==> config.mk <==
export PLATFORM = sky130hd
export DESIGN_NAME = pmc_power_mode_unit
export DESIGN_NICKNAME = d
export VERILOG_FILES = /design/src/pmc_pkg.sv /design/src/pmc_power_mode_unit.sv
export SDC_FILE = /design/constraint.sdc
export NUM_CORES = 1
export LEC_CHECK = 0
export ABC_AREA = 1
export BUFFER_PORTS_ARGS = -buffer_cell sky130_fd_sc_hd__buf_2
export CAP_MARGIN = 10
export CORE_UTILIZATION = 30
export CTS_CLUSTER_DIAMETER = 30
export DETAILED_ROUTE_END_ITERATION = 10
export SETUP_SLACK_MARGIN = 0.4
export SYNTH_ARGS = -nofsm -noshare
export SYNTH_HDL_FRONTEND = slang
export SYNTH_SLANG_ARGS = --single-unit
==> constraint.sdc <==
create_clock -name core_clk -period 1.5 [get_ports core_clk]
set_input_delay 0.3 -clock core_clk [delete_from_list [all_inputs] [get_ports core_clk]]
set_output_delay 0.3 -clock core_clk [all_outputs]
set_load 0.03 [all_outputs]
==> src/pmc_pkg.sv <==
// Package of constants, types and register map for the power mode controller
// What this block does
// - Five power modes: normal, idle, stop, suspend, sleep, under one controller.
// - Writing idle-select halts the CPU once the writing instruction completes.
// - Idle keeps registers and memory; peripherals may keep running.
// - Enabled interrupt or reset ends idle; interrupt clears idle-select.
// - After idle wake the interrupt is serviced, then execution continues after the write.
// - Reset ending idle runs the normal reset sequence from address 0x0000.
// - Enabled watchdog keeps running in idle; its expiry resets and ends idle.
// - Stop-select halts CPU and precision oscillator; other oscillators untouched.
// - Only a reset ends stop; execution restarts at address 0x0000.
// - Enabled missing-clock detector reset ends stop; disable it for long stops.
// - Suspend-select gates the system clock and disables internal oscillators.
// - In suspend all digital logic stays stopped until an enabled wake source.
// - Four suspend wake sources: clock fail, alarm, port match, comparator rise.
// - Wake flags read zero for two system clocks after suspend wake.
// - A short reset-pin glitch still ends suspend; the code needs the pin low at two successive clock edges.
// - Configuration register shows whether last wake came from reset-pin fall.
// - Wake flags keep updating after wake, even for sources not enabled.
// - Suspend or sleep refused while any wake flag is set.
package pmc_pkg;

    // Register byte addresses
    localparam logic [3:0] PMC_ADDR_CTRL = 4'h0;
    localparam logic [3:0] PMC_ADDR_WAKE = 4'h4;
    localparam logic [3:0] PMC_ADDR_FLSH = 4'h8;
    localparam logic [3:0] PMC_ADDR_STAT = 4'hC;

    // power_control_reg fields
    localparam int PMC_CTRL_IDLE_BIT = 0;
    localparam int PMC_CTRL_STOP_BIT = 1;

    // power_wake_config_reg fields
    localparam int PMC_WK_EN_LSB = 0;
    localparam int PMC_WK_SLEEP_BIT = 7;
    localparam int PMC_WK_SUSP_BIT = 6;
    localparam int PMC_WK_FLAG_LSB = 8;
    localparam int PMC_WK_RSTPIN_BIT = 12;

    // flash_scale_reg fields
    localparam int PMC_FL_BYPASS_BIT = 6;

    // Reset values
    localparam logic [3:0] PMC_WK_EN_RST = 4'h0;
    localparam logic [7:0] PMC_FLSH_RST = 8'h00;

    // Flags stay hidden this many clocks after suspend wake
    localparam logic [1:0] PMC_FLAG_HIDE_CYC = 2'h2;

    // Reset-pin wake re-entry guard, in ns and cycles
    localparam int PMC_CLK_PERIOD_NS = 5;
    localparam int PMC_RSTPIN_GUARD_NS = 15000;
    localparam int PMC_RSTPIN_GUARD_CYC = (PMC_RSTPIN_GUARD_NS + PMC_CLK_PERIOD_NS - 1) / PMC_CLK_PERIOD_NS;

    typedef enum {PMC_NORMAL, PMC_IDLE, PMC_STOP, PMC_SUSPEND, PMC_SLEEP, PMC_WAKE} pmc_mode_t;

    // Wake event group: clock fail, alarm, port match, comparator rise
    typedef struct packed {
        logic cmp_rise;
        logic port_match;
        logic rtc_alarm;
        logic rtc_fail;
    } pmc_wake_t;

    typedef struct packed {
        logic [3:0] address;
        logic read;
        logic write;
        logic [31:0] writedata;
    } pmc_avm_req_t;

    typedef struct packed {
        logic [31:0] readdata;
        logic waitrequest;
    } pmc_avm_rsp_t;

    typedef struct packed {
        pmc_mode_t mode;
        logic idle_sel;
        logic stop_sel;
        logic [3:0] wake_en;
        logic [3:0] wake_flag;
        logic rstpin_flag;
        logic [7:0] flash_scale;
        logic [1:0] hide_cnt;
        logic [12:0] guard_cnt;
        logic rst_s1;
        logic rst_s2;
        logic rst_s3;
        logic [3:0] ev_s1;
        logic [3:0] ev_s2;
        logic [3:0] ev_s3;
        logic [3:0] ev_prev;
        logic ack;
        logic [31:0] rdata;
        logic refused;
    } pmc_state_t;

endpackage : pmc_pkg

==> src/pmc_power_mode_unit.sv <==
// Power mode unit: mode sequencing, wake flags and Avalon-MM registers
//
// Design decisions made here: the Avalon-MM slave port and the register offsets.
`timescale 1ns/10ps
module pmc_power_mode_unit
    import pmc_pkg::*;
(
    // Clock and reset
    input wire logic core_clk,
    input wire logic rst,
    // Register bus
    input wire pmc_avm_req_t avm_req,
    output pmc_avm_rsp_t avm_rsp,
    // CPU side
    input wire logic instr_done,
    input wire logic irq_pending,
    input wire logic wdt_expired,
    input wire logic mcd_expired,
    // Pins and wake events, asynchronous
    input wire logic rst_n_pin,
    input wire pmc_wake_t wake_ev,
    // Controls out
    output logic cpu_halt,
    output logic sysclk_gate,
    output logic precision_osc_en,
    output logic internal_osc_en,
    output logic sys_reset_req,
    output logic flash_oneshot_bypass,
    output logic [2:0] power_mode
);

    pmc_state_t s_q;
    pmc_state_t s_d;

    logic wr_hit;
    logic rd_hit;
    logic [3:0] ev_rise;
    logic pin_fall;
    logic any_reset;
    logic [31:0] rd_val;

    always_comb begin
        // Write lands only at the edge where waitrequest is low
        wr_hit = avm_req.write && s_q.ack;
        rd_hit = avm_req.read && !s_q.ack;
        // Edge only counts once stages two and three agree
        ev_rise = (s_q.ev_s2 & s_q.ev_s3) & ~s_q.ev_prev;
        pin_fall = !s_q.rst_s2 && !s_q.rst_s3 && s_q.rstpin_flag == 1'b0 && s_q.guard_cnt == 13'h0000 ? 1'b1 : 1'b0;
        any_reset = wdt_expired || mcd_expired;
        rd_val = 32'h0000_0000;
        case (avm_req.address)
            PMC_ADDR_CTRL: begin
                rd_val[PMC_CTRL_IDLE_BIT] = s_q.idle_sel;
                rd_val[PMC_CTRL_STOP_BIT] = s_q.stop_sel;
            end
            PMC_ADDR_WAKE: begin
                rd_val[PMC_WK_EN_LSB +: 4] = s_q.wake_en;
                rd_val[PMC_WK_SUSP_BIT] = s_q.mode == PMC_SUSPEND;
                rd_val[PMC_WK_SLEEP_BIT] = s_q.mode == PMC_SLEEP;
                if (s_q.hide_cnt == 2'h0) begin
                    rd_val[PMC_WK_FLAG_LSB +: 4] = s_q.wake_flag;
                    rd_val[PMC_WK_RSTPIN_BIT] = s_q.rstpin_flag;
                end
            end
            PMC_ADDR_FLSH: rd_val[7:0] = s_q.flash_scale;
            PMC_ADDR_STAT: begin
                rd_val[2:0] = 3'(s_q.mode);
                rd_val[3] = s_q.refused;
            end
            default: rd_val = 32'h0000_0000;
        endcase
    end

    always_comb begin
        s_d = s_q;
        s_d.ack = (avm_req.read || avm_req.write) && !s_q.ack;
        s_d.rdata = rd_hit ? rd_val : s_q.rdata;
        s_d.rst_s1 = rst_n_pin;
        s_d.rst_s2 = s_q.rst_s1;
        s_d.rst_s3 = s_q.rst_s2;
        s_d.ev_s1 = wake_ev;
        s_d.ev_s2 = s_q.ev_s1;
        s_d.ev_s3 = s_q.ev_s2;
        if (s_q.ev_s2 == s_q.ev_s3) begin
            s_d.ev_prev = s_q.ev_s3;
        end
        if (s_q.hide_cnt != 2'h0) begin
            s_d.hide_cnt = s_q.hide_cnt - 2'h1;
        end
        if (s_q.guard_cnt != 13'h0000) begin
            s_d.guard_cnt = s_q.guard_cnt - 13'h0001;
        end
        // Software writes; flags written as one clear
        if (wr_hit) begin
            case (avm_req.address)
                PMC_ADDR_CTRL: begin
                    s_d.idle_sel = avm_req.writedata[PMC_CTRL_IDLE_BIT];
                    s_d.stop_sel = avm_req.writedata[PMC_CTRL_STOP_BIT];
                end
                PMC_ADDR_WAKE: begin
                    // Enables written with the suspend request
                    s_d.wake_en = avm_req.writedata[PMC_WK_EN_LSB +: 4];
                    s_d.wake_flag = s_q.wake_flag & ~avm_req.writedata[PMC_WK_FLAG_LSB +: 4];
                    if (avm_req.writedata[PMC_WK_RSTPIN_BIT]) begin
                        s_d.rstpin_flag = 1'b0;
                    end
                    s_d.refused = 1'b0;
                    // Refuse low power while a flag is set
                    if (s_q.wake_flag != 4'h0 || s_q.rstpin_flag || s_q.guard_cnt != 13'h0000) begin
                        s_d.refused = avm_req.writedata[PMC_WK_SUSP_BIT] || avm_req.writedata[PMC_WK_SLEEP_BIT];
                    end else if (avm_req.writedata[PMC_WK_SLEEP_BIT]) begin
                        s_d.mode = PMC_SLEEP;
                    end else if (avm_req.writedata[PMC_WK_SUSP_BIT]) begin
                        s_d.mode = PMC_SUSPEND;
                    end
                end
                // Software clears bypass before idle or stop
                PMC_ADDR_FLSH: s_d.flash_scale = avm_req.writedata[7:0];
                default: s_d.refused = s_q.refused;
            endcase
        end
        // Flags update always; set wins over clear
        s_d.wake_flag = s_d.wake_flag | ev_rise;
        // Reset-pin fall, seen low at sync stages two and three together
        if (pin_fall) begin
            s_d.rstpin_flag = 1'b1;
        end
        case (s_q.mode)
            PMC_NORMAL: begin
                // Enter idle after the writing instruction
                if (s_q.idle_sel && instr_done) begin
                    s_d.mode = PMC_IDLE;
                // Enter stop after the writing instruction
                end else if (s_q.stop_sel && instr_done) begin
                    s_d.mode = PMC_STOP;
                end
            end
            PMC_IDLE: begin
                // Interrupt ends idle and clears select
                // CPU resumes to service the interrupt
                if (irq_pending) begin
                    s_d.idle_sel = 1'b0;
                    s_d.mode = PMC_NORMAL;
                end
            end
            PMC_STOP: s_d.mode = PMC_STOP;
            PMC_SUSPEND, PMC_SLEEP: begin
                // Held until an enabled source, pin fall or watchdog or missing-clock reset
                if ((ev_rise & s_q.wake_en) != 4'h0 || pin_fall) begin
                    s_d.mode = PMC_WAKE;
                    s_d.hide_cnt = PMC_FLAG_HIDE_CYC;
                    s_d.wake_en = 4'h0;
                    // Guard period after a pin wake
                    if (pin_fall) begin
                        s_d.guard_cnt = 13'(PMC_RSTPIN_GUARD_CYC);
                    end
                end
            end
            PMC_WAKE: s_d.mode = PMC_NORMAL;
            default: s_d.mode = PMC_NORMAL;
        endcase
        // Reset leaves any mode through the reset sequence
        if (any_reset) begin
            s_d.mode = PMC_NORMAL;
            s_d.idle_sel = 1'b0;
            s_d.stop_sel = 1'b0;
        end
    end

    always_ff @(posedge core_clk) begin
        if (rst) begin
            s_q <= '{mode: PMC_NORMAL, idle_sel: 1'b0, stop_sel: 1'b0, wake_en: PMC_WK_EN_RST,
                     wake_flag: 4'h0, rstpin_flag: 1'b0, flash_scale: PMC_FLSH_RST, hide_cnt: 2'h0,
                     guard_cnt: 13'h0000, rst_s1: 1'b1, rst_s2: 1'b1, rst_s3: 1'b1, ev_s1: 4'h0,
                     ev_s2: 4'h0, ev_s3: 4'h0, ev_prev: 4'h0, ack: 1'b0, rdata: 32'h0000_0000,
                     refused: 1'b0};
        end else begin
            s_q <= s_d;
        end
    end

    // Waitrequest high until the registered answer is ready
    assign avm_rsp.waitrequest = (avm_req.read || avm_req.write) && !s_q.ack;
    assign avm_rsp.readdata = s_q.rdata;

    // Idle halts only the CPU; peripheral clock runs
    assign cpu_halt = s_q.mode != PMC_NORMAL;
    // Clock gated, oscillators off in suspend and sleep
    assign sysclk_gate = s_q.mode == PMC_SUSPEND || s_q.mode == PMC_SLEEP;
    assign internal_osc_en = !sysclk_gate;
    // Precision oscillator stopped in stop mode
    assign precision_osc_en = !sysclk_gate && s_q.mode != PMC_STOP;
    // Reset request restarts the CPU at address zero
    assign sys_reset_req = any_reset;
    assign flash_oneshot_bypass = s_q.flash_scale[PMC_FL_BYPASS_BIT];
    assign power_mode = 3'(s_q.mode);

endmodule : pmc_power_mode_unit

Word-level counts from Yosys, hierarchy flattened
Index checks and enable logic that the tools add are counted.
- logic and storage cells: 109
- output and inout bits: 42
- flip-flop bits (word level): 100
- latch bits: 0
- ROM bits: 0
- input port bits: 49
- memory bits (writable): 0
- memories: 0
- mux-type cells: 31
- eq/ne operators: 11
- order comparisons: 0
- shift operators: 0
- reduce and logical (&&, ||, !) cells: 38
- divide/modulo/power cells: 0
- add/sub/neg operators: 2
- bitwise gates (word level): 8
- multipliers: 0
- operator list (cell ; number):
    $mux 32 ; 7
    $pmux 32 s4 ; 1
    $eq 32x2->1 const B ; 2
    $eq 32x3->1 const B ; 2
    $mux 51 ; 1
    $mux 33 ; 1
    $eq 32x1->1 const B ; 1
    $eq 32x4->1 const B ; 1
    $logic_not 32->1 ; 1
    $ne 32x3->1 const B ; 1
    $reduce_bool 32->1 ; 1
    $mux 15 ; 2
    $mux 13 ; 2
    $and 4x4->4 ; 4
    $logic_not 13->1 ; 1
    $reduce_bool 13->1 ; 1
    $sub 13x1->13 const B ; 1
    $mux 5 ; 2
    $logic_and 1x1->1 ; 9
    $mux 9 ; 1
    $eq 4x4->1 const B ; 2
    $mux 4 ; 2
    $mux 8 ; 1
    $not 4->4 ; 2
    19 further kinds ; 41

Longest topological paths before layout
Gate-level depths: netlist of the first run.
- depth in word-level cells: 9
- mapped depth: 13
- mapped depth without buffers: 13

Worst setup path after synthesis of the first run
No wires, ideal clock.
- kind: register to output
- start point: register s_q[118] (netlist name)
- end point: output precision_osc_en
- required time: 1200 ps
- arrival: 1388 ps
- path slack: -188 ps
- stages on the path, launching flop included: 9
- path buffers: 0
- path through: dfxtp_1 > nor2_1 > nand2_1 > nor2_2 > nand2_4 > nor2_1 > nand2_1 > nand2_2 > a31oi_1
- longest elaborated chain between the ends: 4
- elaborated cells on any way between the ends: 6
- classes of those cells: eq/ne (3); reduce/logical (3)
- RTL lines (item ; RTL line ; source):
    start, declared ; pmc_power_mode_unit.sv:32 ; pmc_state_t s_q;
    start signal, assigned ; pmc_power_mode_unit.sv:172 ; s_q <= '{mode: PMC_NORMAL, idle_sel: 1'b0, stop_sel: 1'b0, wake_en: PMC_WK_EN_RST,
    $eq 32x3->1 / $eq 32x4->1 (equally long branches) ; pmc_power_mode_unit.sv:189 ; assign sysclk_gate = s_q.mode == PMC_SUSPEND || s_q.mode == PMC_SLEEP;
    $logic_or 1x1->1 (*) ; pmc_power_mode_unit.sv:189 ;
    via sysclk_gate ; pmc_power_mode_unit.sv:24 ; output logic sysclk_gate,
    $logic_not 1->1 (*) ; pmc_power_mode_unit.sv:192 ; assign precision_osc_en = !sysclk_gate && s_q.mode != PMC_STOP;
    $logic_and 1x1->1 (*) ; pmc_power_mode_unit.sv:192 ;
    end, declared ; pmc_power_mode_unit.sv:25 ; output logic precision_osc_en,
The timed path passes the listed nets; every way through them passes the cells marked *.

Worst setup path after layout of the first run
- start point: register s_q[102] (netlist name)
- end point: output precision_osc_en
- longest elaborated chain between the ends: 4
- elaborated cells on any way between the ends: 6
- classes of those cells: eq/ne (3); reduce/logical (3)
- RTL lines (item ; RTL line):
    $eq 32x3->1 / $eq 32x4->1 (equally long branches) ; pmc_power_mode_unit.sv:189
    $logic_or 1x1->1 ; pmc_power_mode_unit.sv:189
    $logic_not 1->1 ; pmc_power_mode_unit.sv:192
    $logic_and 1x1->1 (*) ; pmc_power_mode_unit.sv:192
Mark *: on every way between the ends. The rest lies on a longest branch, timed or not.

==> summary.md, run 1 <==
| Metric | Value |
|---|---|
| CP required | 1200 ps |
| Max-cap viol count | 0 |
| Clock latency on the worst-skew pair | 340 ps |
| Worst slew margin | 64.8% |
| CTS Hold Bufs | 0 |
| Die height | 122 um |
| RSZ-0062 raised after global routing | yes |
| Maximum clock frequency | 0.541 GHz |
| Gpl congestion | 0.794 |
| Most instantiated cells after synthesis | nand2_1 (108), dfxtp_1 (100), nor2_1 (62) |
| Met1 usage | 17.8% |
| Placed Cells | 805 |
| Reg2reg start | s_q[102] |
| Tightest Hold Check Type | input port to flop |
| Peak VDD IR | 0.671 mV |
| Io pins | 91 |
| Core Area | 0.0140 mm^2 |
| Status | complete, but fails checks |
| CTS tree | yes |
| CTS Root Cell | clkbuf_16 |
| Fin cells | 845 |
| Synthesized area | 0.00433 mm^2 |
| Violated checks | negative setup slack |
| Chip Width | 122 um |
| Clk pwr share | 31.9% |
| Critical path fanouts, max | 4 |
| Gr ovfl total | 0 |
| Largest net degree at the start of global routing | 50 |
| Cell mode on critical path | nor2_2 |
| Reported net switching power | 2.47 mW |
| Min-delay src | rst_n_pin |
| Met2 GRT Util | 23.2% |
| GR Util met3 | 3.42% |
| Cell row count | 43 |
| WHS Path Cells | 2 |
| Total clock buffers created by CTS | 9 |
| Yosys warns | 0 |
| Count leader, synth | nand2_1 |
| Final ANT Viol Nets | 0 |
| Fin crit period | 1850 ps |
| First-pass iteration count of the detailed router | 4 |
| P_leak | 2.71 nW |
| H-tree lvl count | 3 |
| Clock slew at reported path FFs | 60 ps |
| CP max stage cell | dfxtp_2 |
| Period utilization | 123% |
| P per Cell Area | 1250 mW/mm^2 |
| CP endpoint kind | output pin |
| Average size of a mapped cell | 7.98 um^2 |
| R2r endpoint | s_q[83] |
| Sequential area share after synthesis | 46.2% |
| Worst setup margin | -347 ps |
| FF-to-FF setup slack | -310 ps |
| Max Root-Sink Buffers | 2 |
| Final worst clock skew | 5.66 ps |
| Flip-flop and latch count after synthesis | 100 |
| Top post-synthesis cells by area | dfxtp_1 (46%), nand2_1 (9.4%), buf_4 (6.4%) |
| Die area | 0.0149 mm^2 |
| Pint | 5.44 mW |
| Netlist cell types | 41 |
| Initial antenna violation count | 1 |
| CTS Sinks | 100 |
| Worst slew pin tran | 524 ps |
| Sequential power share | 38.8% |
| First-pass GRT wire length | 16100 um |
| Synth Flop Type | dfxtp_1 |
| Slowest stage delay, CP | 320 ps |
| P&R area growth vs syn | 45.6% |
| Hpwl dp | 6950 um |
| Iteration-0 DRC Markers | 158 |
| GRT Max-Usage Layer | met2 |
| CP Launch Type | flop |
| Post-synth top area cell | dfxtp_1 |
| Post-synth EDFFs | 0 |
| Number of global-route vias before repair | 3346 |
| Final setup viols | 21 |
| Logic pwr share | 29.3% |
| Setup TNS | -4150 ps |
| Starting Density | 31.0% |
| Reg2Reg Depth | 15 |
| Vias post-DR | 3576 |
| Number of port buffers | 52 |
| Vias per Instance | 4.23 |
| Nets | 714 |
| Critical Path, Cell by Cell | nor2_4 > nand3_1 > nor2_2 > inv_2 > nor2_2 > nand2_2 > nand2_4 > a31oi_4 > buf_6 |
| CP Data Arrival Time | 1550 ps |
| Tot GR Track Use | 14.1% |
| Yosys top cell area share | 46.2% |
| WHS Endpoint | s_d[51] |
| Critical path class | flop to output pin |
| Detailed Route WL | 9970 um |
| DRC violations left | 0 |
| Layout cells sized above 1 | 47.3% |
| Post-Synthesis Cells | 543 |
| Max Slew Vio Count | 0 |
| Count of final hold-check violations | 0 |
| Ys async rst share | 0% |
| Switching share of power | 31.2% |
| Wire length per cell | 11.8 um |
## worst max-delay path: cells and delay by family, from the launching register on
family	cells	cell delay (ps)
AND/OR/NAND/NOR	6	640
flip-flops	1	320
buffers and inverters	2	200
AO/OA/AOI/OAI	1	40
## routing by layer
layer  share of wire [%]  vias up
li1                    -     1886
met1                  45     1596
met2                  48       76
met3                 4.7       16
met4                 1.6        2
met5                0.10        -
## kinds of logic after synthesis
logic type                 Yosys count  share of synthesized area (%)
buffers and inverters              104                           12.3
DFF                                100                           46.2
adders and majority gates            5                           1.44
AOI/OAI and AO/OA                   74                           9.62
and+or+nand+nor                    250                           28.4
xor gates and xnor gates             6                           1.21
muxes                                3                          0.693
other                                1                         0.0865
## sequential cells by signal (all words and copies together) (netlist names)
| name | flops |
|---|---|
| power_mode | 3 |
| s_d | 10 |
| flash_oneshot_bypass | 1 |
| avm_rsp | 13 |
| s_q | 73 |
## cells in the final DEF, fill, tap and decap left out, drive strengths merged, types with 2 or more instances in the layout
| master | n |
|---|---|
| a21oi | 46 |
| a31oi | 5 |
| buf | 104 |
| bufinv | 2 |
| clkbuf | 11 |
| clkinv | 2 |
| conb | 48 |
| dfxtp | 100 |
| ha | 5 |
| inv | 58 |
| mux2i | 3 |
| nand2 | 120 |
| nand3 | 27 |
| nand4 | 5 |
| nor2 | 85 |
| nor3 | 5 |
| nor4 | 2 |
| o2111ai | 3 |
| o211ai | 2 |
| o21ai | 15 |
| or2 | 4 |
| xnor2 | 2 |
| xor2 | 4 |
## repair_timing
action,in CTS,in global routing
setup buffers,13,11
gates cloned,0,0
pin swaps,39,36
setup endpoints to repair,73,72
resized for setup,120,109
## stage by stage
stage | setup WS [ps] | util [%] | power, mW | hold slack [ps] | instance area (um^2)
after floorplan | 97.7 | - | 4.61 | 388 | 4610
after global placement | -13.5 | 35.8 | 5.07 | 392 | 5010
after detailed placement | -17.4 | 35.8 | 5.09 | 393 | 5010
after CTS | -332 | 41.7 | 7.84 | 145 | 5840
after global routing | -452 | 45.1 | 8.37 | 148 | 6310
final | -347 | 45.1 | 7.91 | 147 | 6310
## power by group through the flow
stage          clock network, mW  registers (mW)  logic [mW]
3_3_place_gp                   0            3.11        1.96
6_report                    2.52            3.07        2.32
3_5_place_dp                   0            3.11        1.98
5_1_grt                     2.67            3.09        2.61
2_1_floorplan                  0            3.09        1.52
4_1_cts                     2.57            3.05        2.22
## cell type report
class	instances	area, um^2
Antenna cell	1	2.50
Sequential cell	100	2060
Multi-Input combinational cell	386	2520
Fill cell	1331	7680
Tap cell	180	225
Clock buffer	11	253
Timing Repair Buffer	104	926
Inverter	59	251
Clock inverter	4	72.6
## worst max path at each step
stage,slack [ps],cells past startpoint,start,to
4_1_cts,-330,9,s_q[114],precision_osc_en
6_report,-350,9,s_q[102],precision_osc_en
2_1_floorplan,100,8,s_q[100],precision_osc_en
5_1_grt,-450,9,s_q[99],precision_osc_en
3_5_place_dp,-20,8,power_mode[1],s_q[57]
3_3_place_gp,-10,9,s_q[116],precision_osc_en
Power figures use the tool's default switching activity.
==> inputs of run 2 (changes only) <==
--- a/config.mk
+++ b/config.mk
@@ -10,6 +10,7 @@
 export CAP_MARGIN = 10
 export CORE_UTILIZATION = 30
 export CTS_CLUSTER_DIAMETER = 30
+export CTS_CLUSTER_SIZE = 16
 export DETAILED_ROUTE_END_ITERATION = 10
 export SETUP_SLACK_MARGIN = 0.4
 export SYNTH_ARGS = -nofsm -noshare
==> constraint.sdc (replaced) <==
create_clock -name core_clk -period 2.4 [get_ports core_clk]
set_input_delay 0.48 -clock core_clk [delete_from_list [all_inputs] [get_ports core_clk]]
set_output_delay 0.48 -clock core_clk [all_outputs]
set_load 0.03 [all_outputs]
==> summary.md, run 2 (synthesized netlist as in run 1, its figures left out) <==
| Metric | Value |
|---|---|
| Final setup viols | 0 (was 21) |
| Max FFs per register | 73 (unchanged) |
| CTS Root Cell | clkbuf_16 (unchanged) |
| P&R area growth vs syn | 18.7% (was 45.6%) |
| Cell row count | 43 (unchanged) |
| CP endpoint kind | output pin (unchanged) |
| Fin cells | 806 (was 845) |
| Initial antenna violation count | 2 (was 1) |
| CP Data Arrival Time | 1560 ps (was 1550 ps) |
| H-tree lvl count | 3 (unchanged) |
| Final Cell Area | 0.00514 mm^2 (was 0.00631 mm^2) |
| Status | complete, no violations (was complete, but fails checks) |
| Hpwl dp | 6820 um (was 6950 um) |
| DRC violations left | 0 (unchanged) |
| Starting Density | 31.0% (unchanged) |
| Period utilization | 84.9% |
| CP max stage cell | dfxtp_1 (was dfxtp_2) |
| Wire length per cell | 11.3 um (was 11.8 um) |
| Die height | 122 um (unchanged) |
| Layout Utilization | 36.8% (was 45.1%) |
| Chip Width | 122 um (unchanged) |
| Core Area | 0.0140 mm^2 (unchanged) |
| Most frequent cells in the layout | nand2_1 (108), dfxtp_1 (98), nor2_1 (59) (was nand2_1 (71), dfxtp_1 (65), conb_1 (48)) |
| Placed Cells | 779 (was 805) |
| Die area | 0.0149 mm^2 (unchanged) |
| Top cell family by delay on the critical path | simple AND/OR/NAND/NOR gates (unchanged) |
| CP required | 1920 ps (was 1200 ps) |
| P per Cell Area | 866 mW/mm^2 (was 1250 mW/mm^2) |
| Critical path class | flop to output pin (unchanged) |
| CTS Sinks | 100 (unchanged) |
| P_leak | 2.24 nW (was 2.71 nW) |
| Iteration-0 DRC Markers | 167 (was 158) |
| Tot GR Track Use | 13.0% (was 14.1%) |
| Biggest register | s_q (unchanged) |
| Cell mode on critical path | nand2_1 (was nor2_2) |
| Nets | 674 (was 714) |
| Fin crit period | 2040 ps |
| Clock slew at reported path FFs | 70 ps (was 60 ps) |
| Commonest non-fill, non-tap cell in the layout | nand2_1 (unchanged) |
| Pre-CTS WS | 579 ps (was -17.4 ps) |
| Peak VDD IR | 0.368 mV (was 0.671 mV) |
| Gr ovfl total | 0 (unchanged) |
| Wire length on met3 | 478 um (was 469 um) |
| RSZ-0062 raised after global routing | yes (unchanged) |
| Maximum clock frequency | 0.491 GHz |
| Critical Path, Cell by Cell | nor2_1 > nand2_1 > nor2_4 > nand2_4 > nor2_2 > nand2_1 > nand2_2 > a31oi_1 > buf_4 (was nor2_4 > nand3_1 > nor2_2 > inv_2 > nor2_2 > nand2_2 > nand2_4 > a31oi_4 > buf_6) |
| DR top layer | met5 (unchanged) |
| Post-DP Area | 0.00470 mm^2 (was 0.00501 mm^2) |
| Max Root-Sink Buffers | 2 (unchanged) |
| Worst hold slack | 320 ps (was 147 ps) |
| Final ANT Viol Nets | 0 (unchanged) |
| Max-cap viol count | 0 (unchanged) |
| Final worst clock skew | 10.5 ps (was 5.66 ps) |
| Io pins | 91 (unchanged) |
| Setup TNS | 0 ps (was -4150 ps) |
| Clock latency on the worst-skew pair | 340 ps (about the same) |
| Critical path fanouts, max | 5 (was 4) |
| Met2 routed WL | 3920 um (was 4800 um) |
| CP Launch Type | flop (unchanged) |
| Layout cells sized above 1 | 22.6% (was 47.3%) |
| Worst setup margin | 362 ps (was -347 ps) |
| Worst slew pin tran | 537 ps (was 524 ps) |
| Gpl congestion | 0.853 (was 0.794) |
| Vias post-DR | 3402 (was 3576) |
| Count of final hold-check violations | 0 (unchanged) |
| Routed metal-1 wire length | 4460 um (was 4540 um) |
| First-pass GRT wire length | 14900 um (was 16100 um) |
| First-pass iteration count of the detailed router | 4 (unchanged) |
| Slowest stage delay, CP | 300 ps (was 320 ps) |
| CTS tree | yes (unchanged) |
| Tightest Hold Check Type | input port to flop (unchanged) |
| Largest net degree at the start of global routing | 34 (was 50) |
| Total clock buffers created by CTS | 9 (unchanged) |
| Max Slew Vio Count | 0 (unchanged) |
| Number of port buffers | 52 (unchanged) |
| Worst slew margin | 63.9% (was 64.8%) |
| Vias per Instance | 4.22 (was 4.23) |
| Detailed Route WL | 9070 um (was 9970 um) |
| Number of global-route vias before repair | 3152 (was 3346) |
| Total power | 4.45 mW (was 7.91 mW) |
| Worst Path Buf+Inv | 1 (was 2) |
-- run 2: changes by cell type in the layout (fill, tap and decap cells not counted), sizes merged --
cell,change
buf,-40
inv,+1
-- run 2: power by group --
group	internal [mW]	switching, mW	total (mW)	leakage, nW
clock	0.920	0.615	1.53	0.150
combinational	0.365	0.642	1.01	1.26
sequential	1.80	0.111	1.91	0.824
-- run 2: final cells by class --
class,count,area (um^2)
Fill cell,1491,8840
Timing Repair Buffer,64,359
Sequential cell,100,2000
Tap cell,180,225
Inverter,59,228
Antenna cell,1,2.50
Multi-Input combinational cell,386,2010
Clock buffer,11,233
Clock inverter,5,85.1
-- run 2: final timing paths --
path              startpoint                to  slack [ps]  depth (start not counted)
setup / recovery    s_q[116]  precision_osc_en         360                          9
hold / removal     rst_n_pin           s_d[51]         320                          2
setup reg to reg     s_q[53]           s_q[60]         700                         11
hold reg to reg      s_d[51]           s_d[50]         400                          1
-- run 2: repair_timing --
action                     CTS  global route
setup buffers                8             2
cloned                       0             0
setup endpoints to repair    4             4
hold buffers                 0             0
gates resized for setup     11             3
hold endpoints to repair     0             0
pin swaps                    4             8
-- run 2: routing by layer --
| metal | up-vias | global-route usage, % |
|---|---|---|
| met5 | - | 0 |
| met4 | 2 | 5.49 |
| met3 | 15 | 3.46 |
| met2 | 89 | 20.3 |
| met1 | 1492 | 16.8 |
| li1 | 1804 | - |
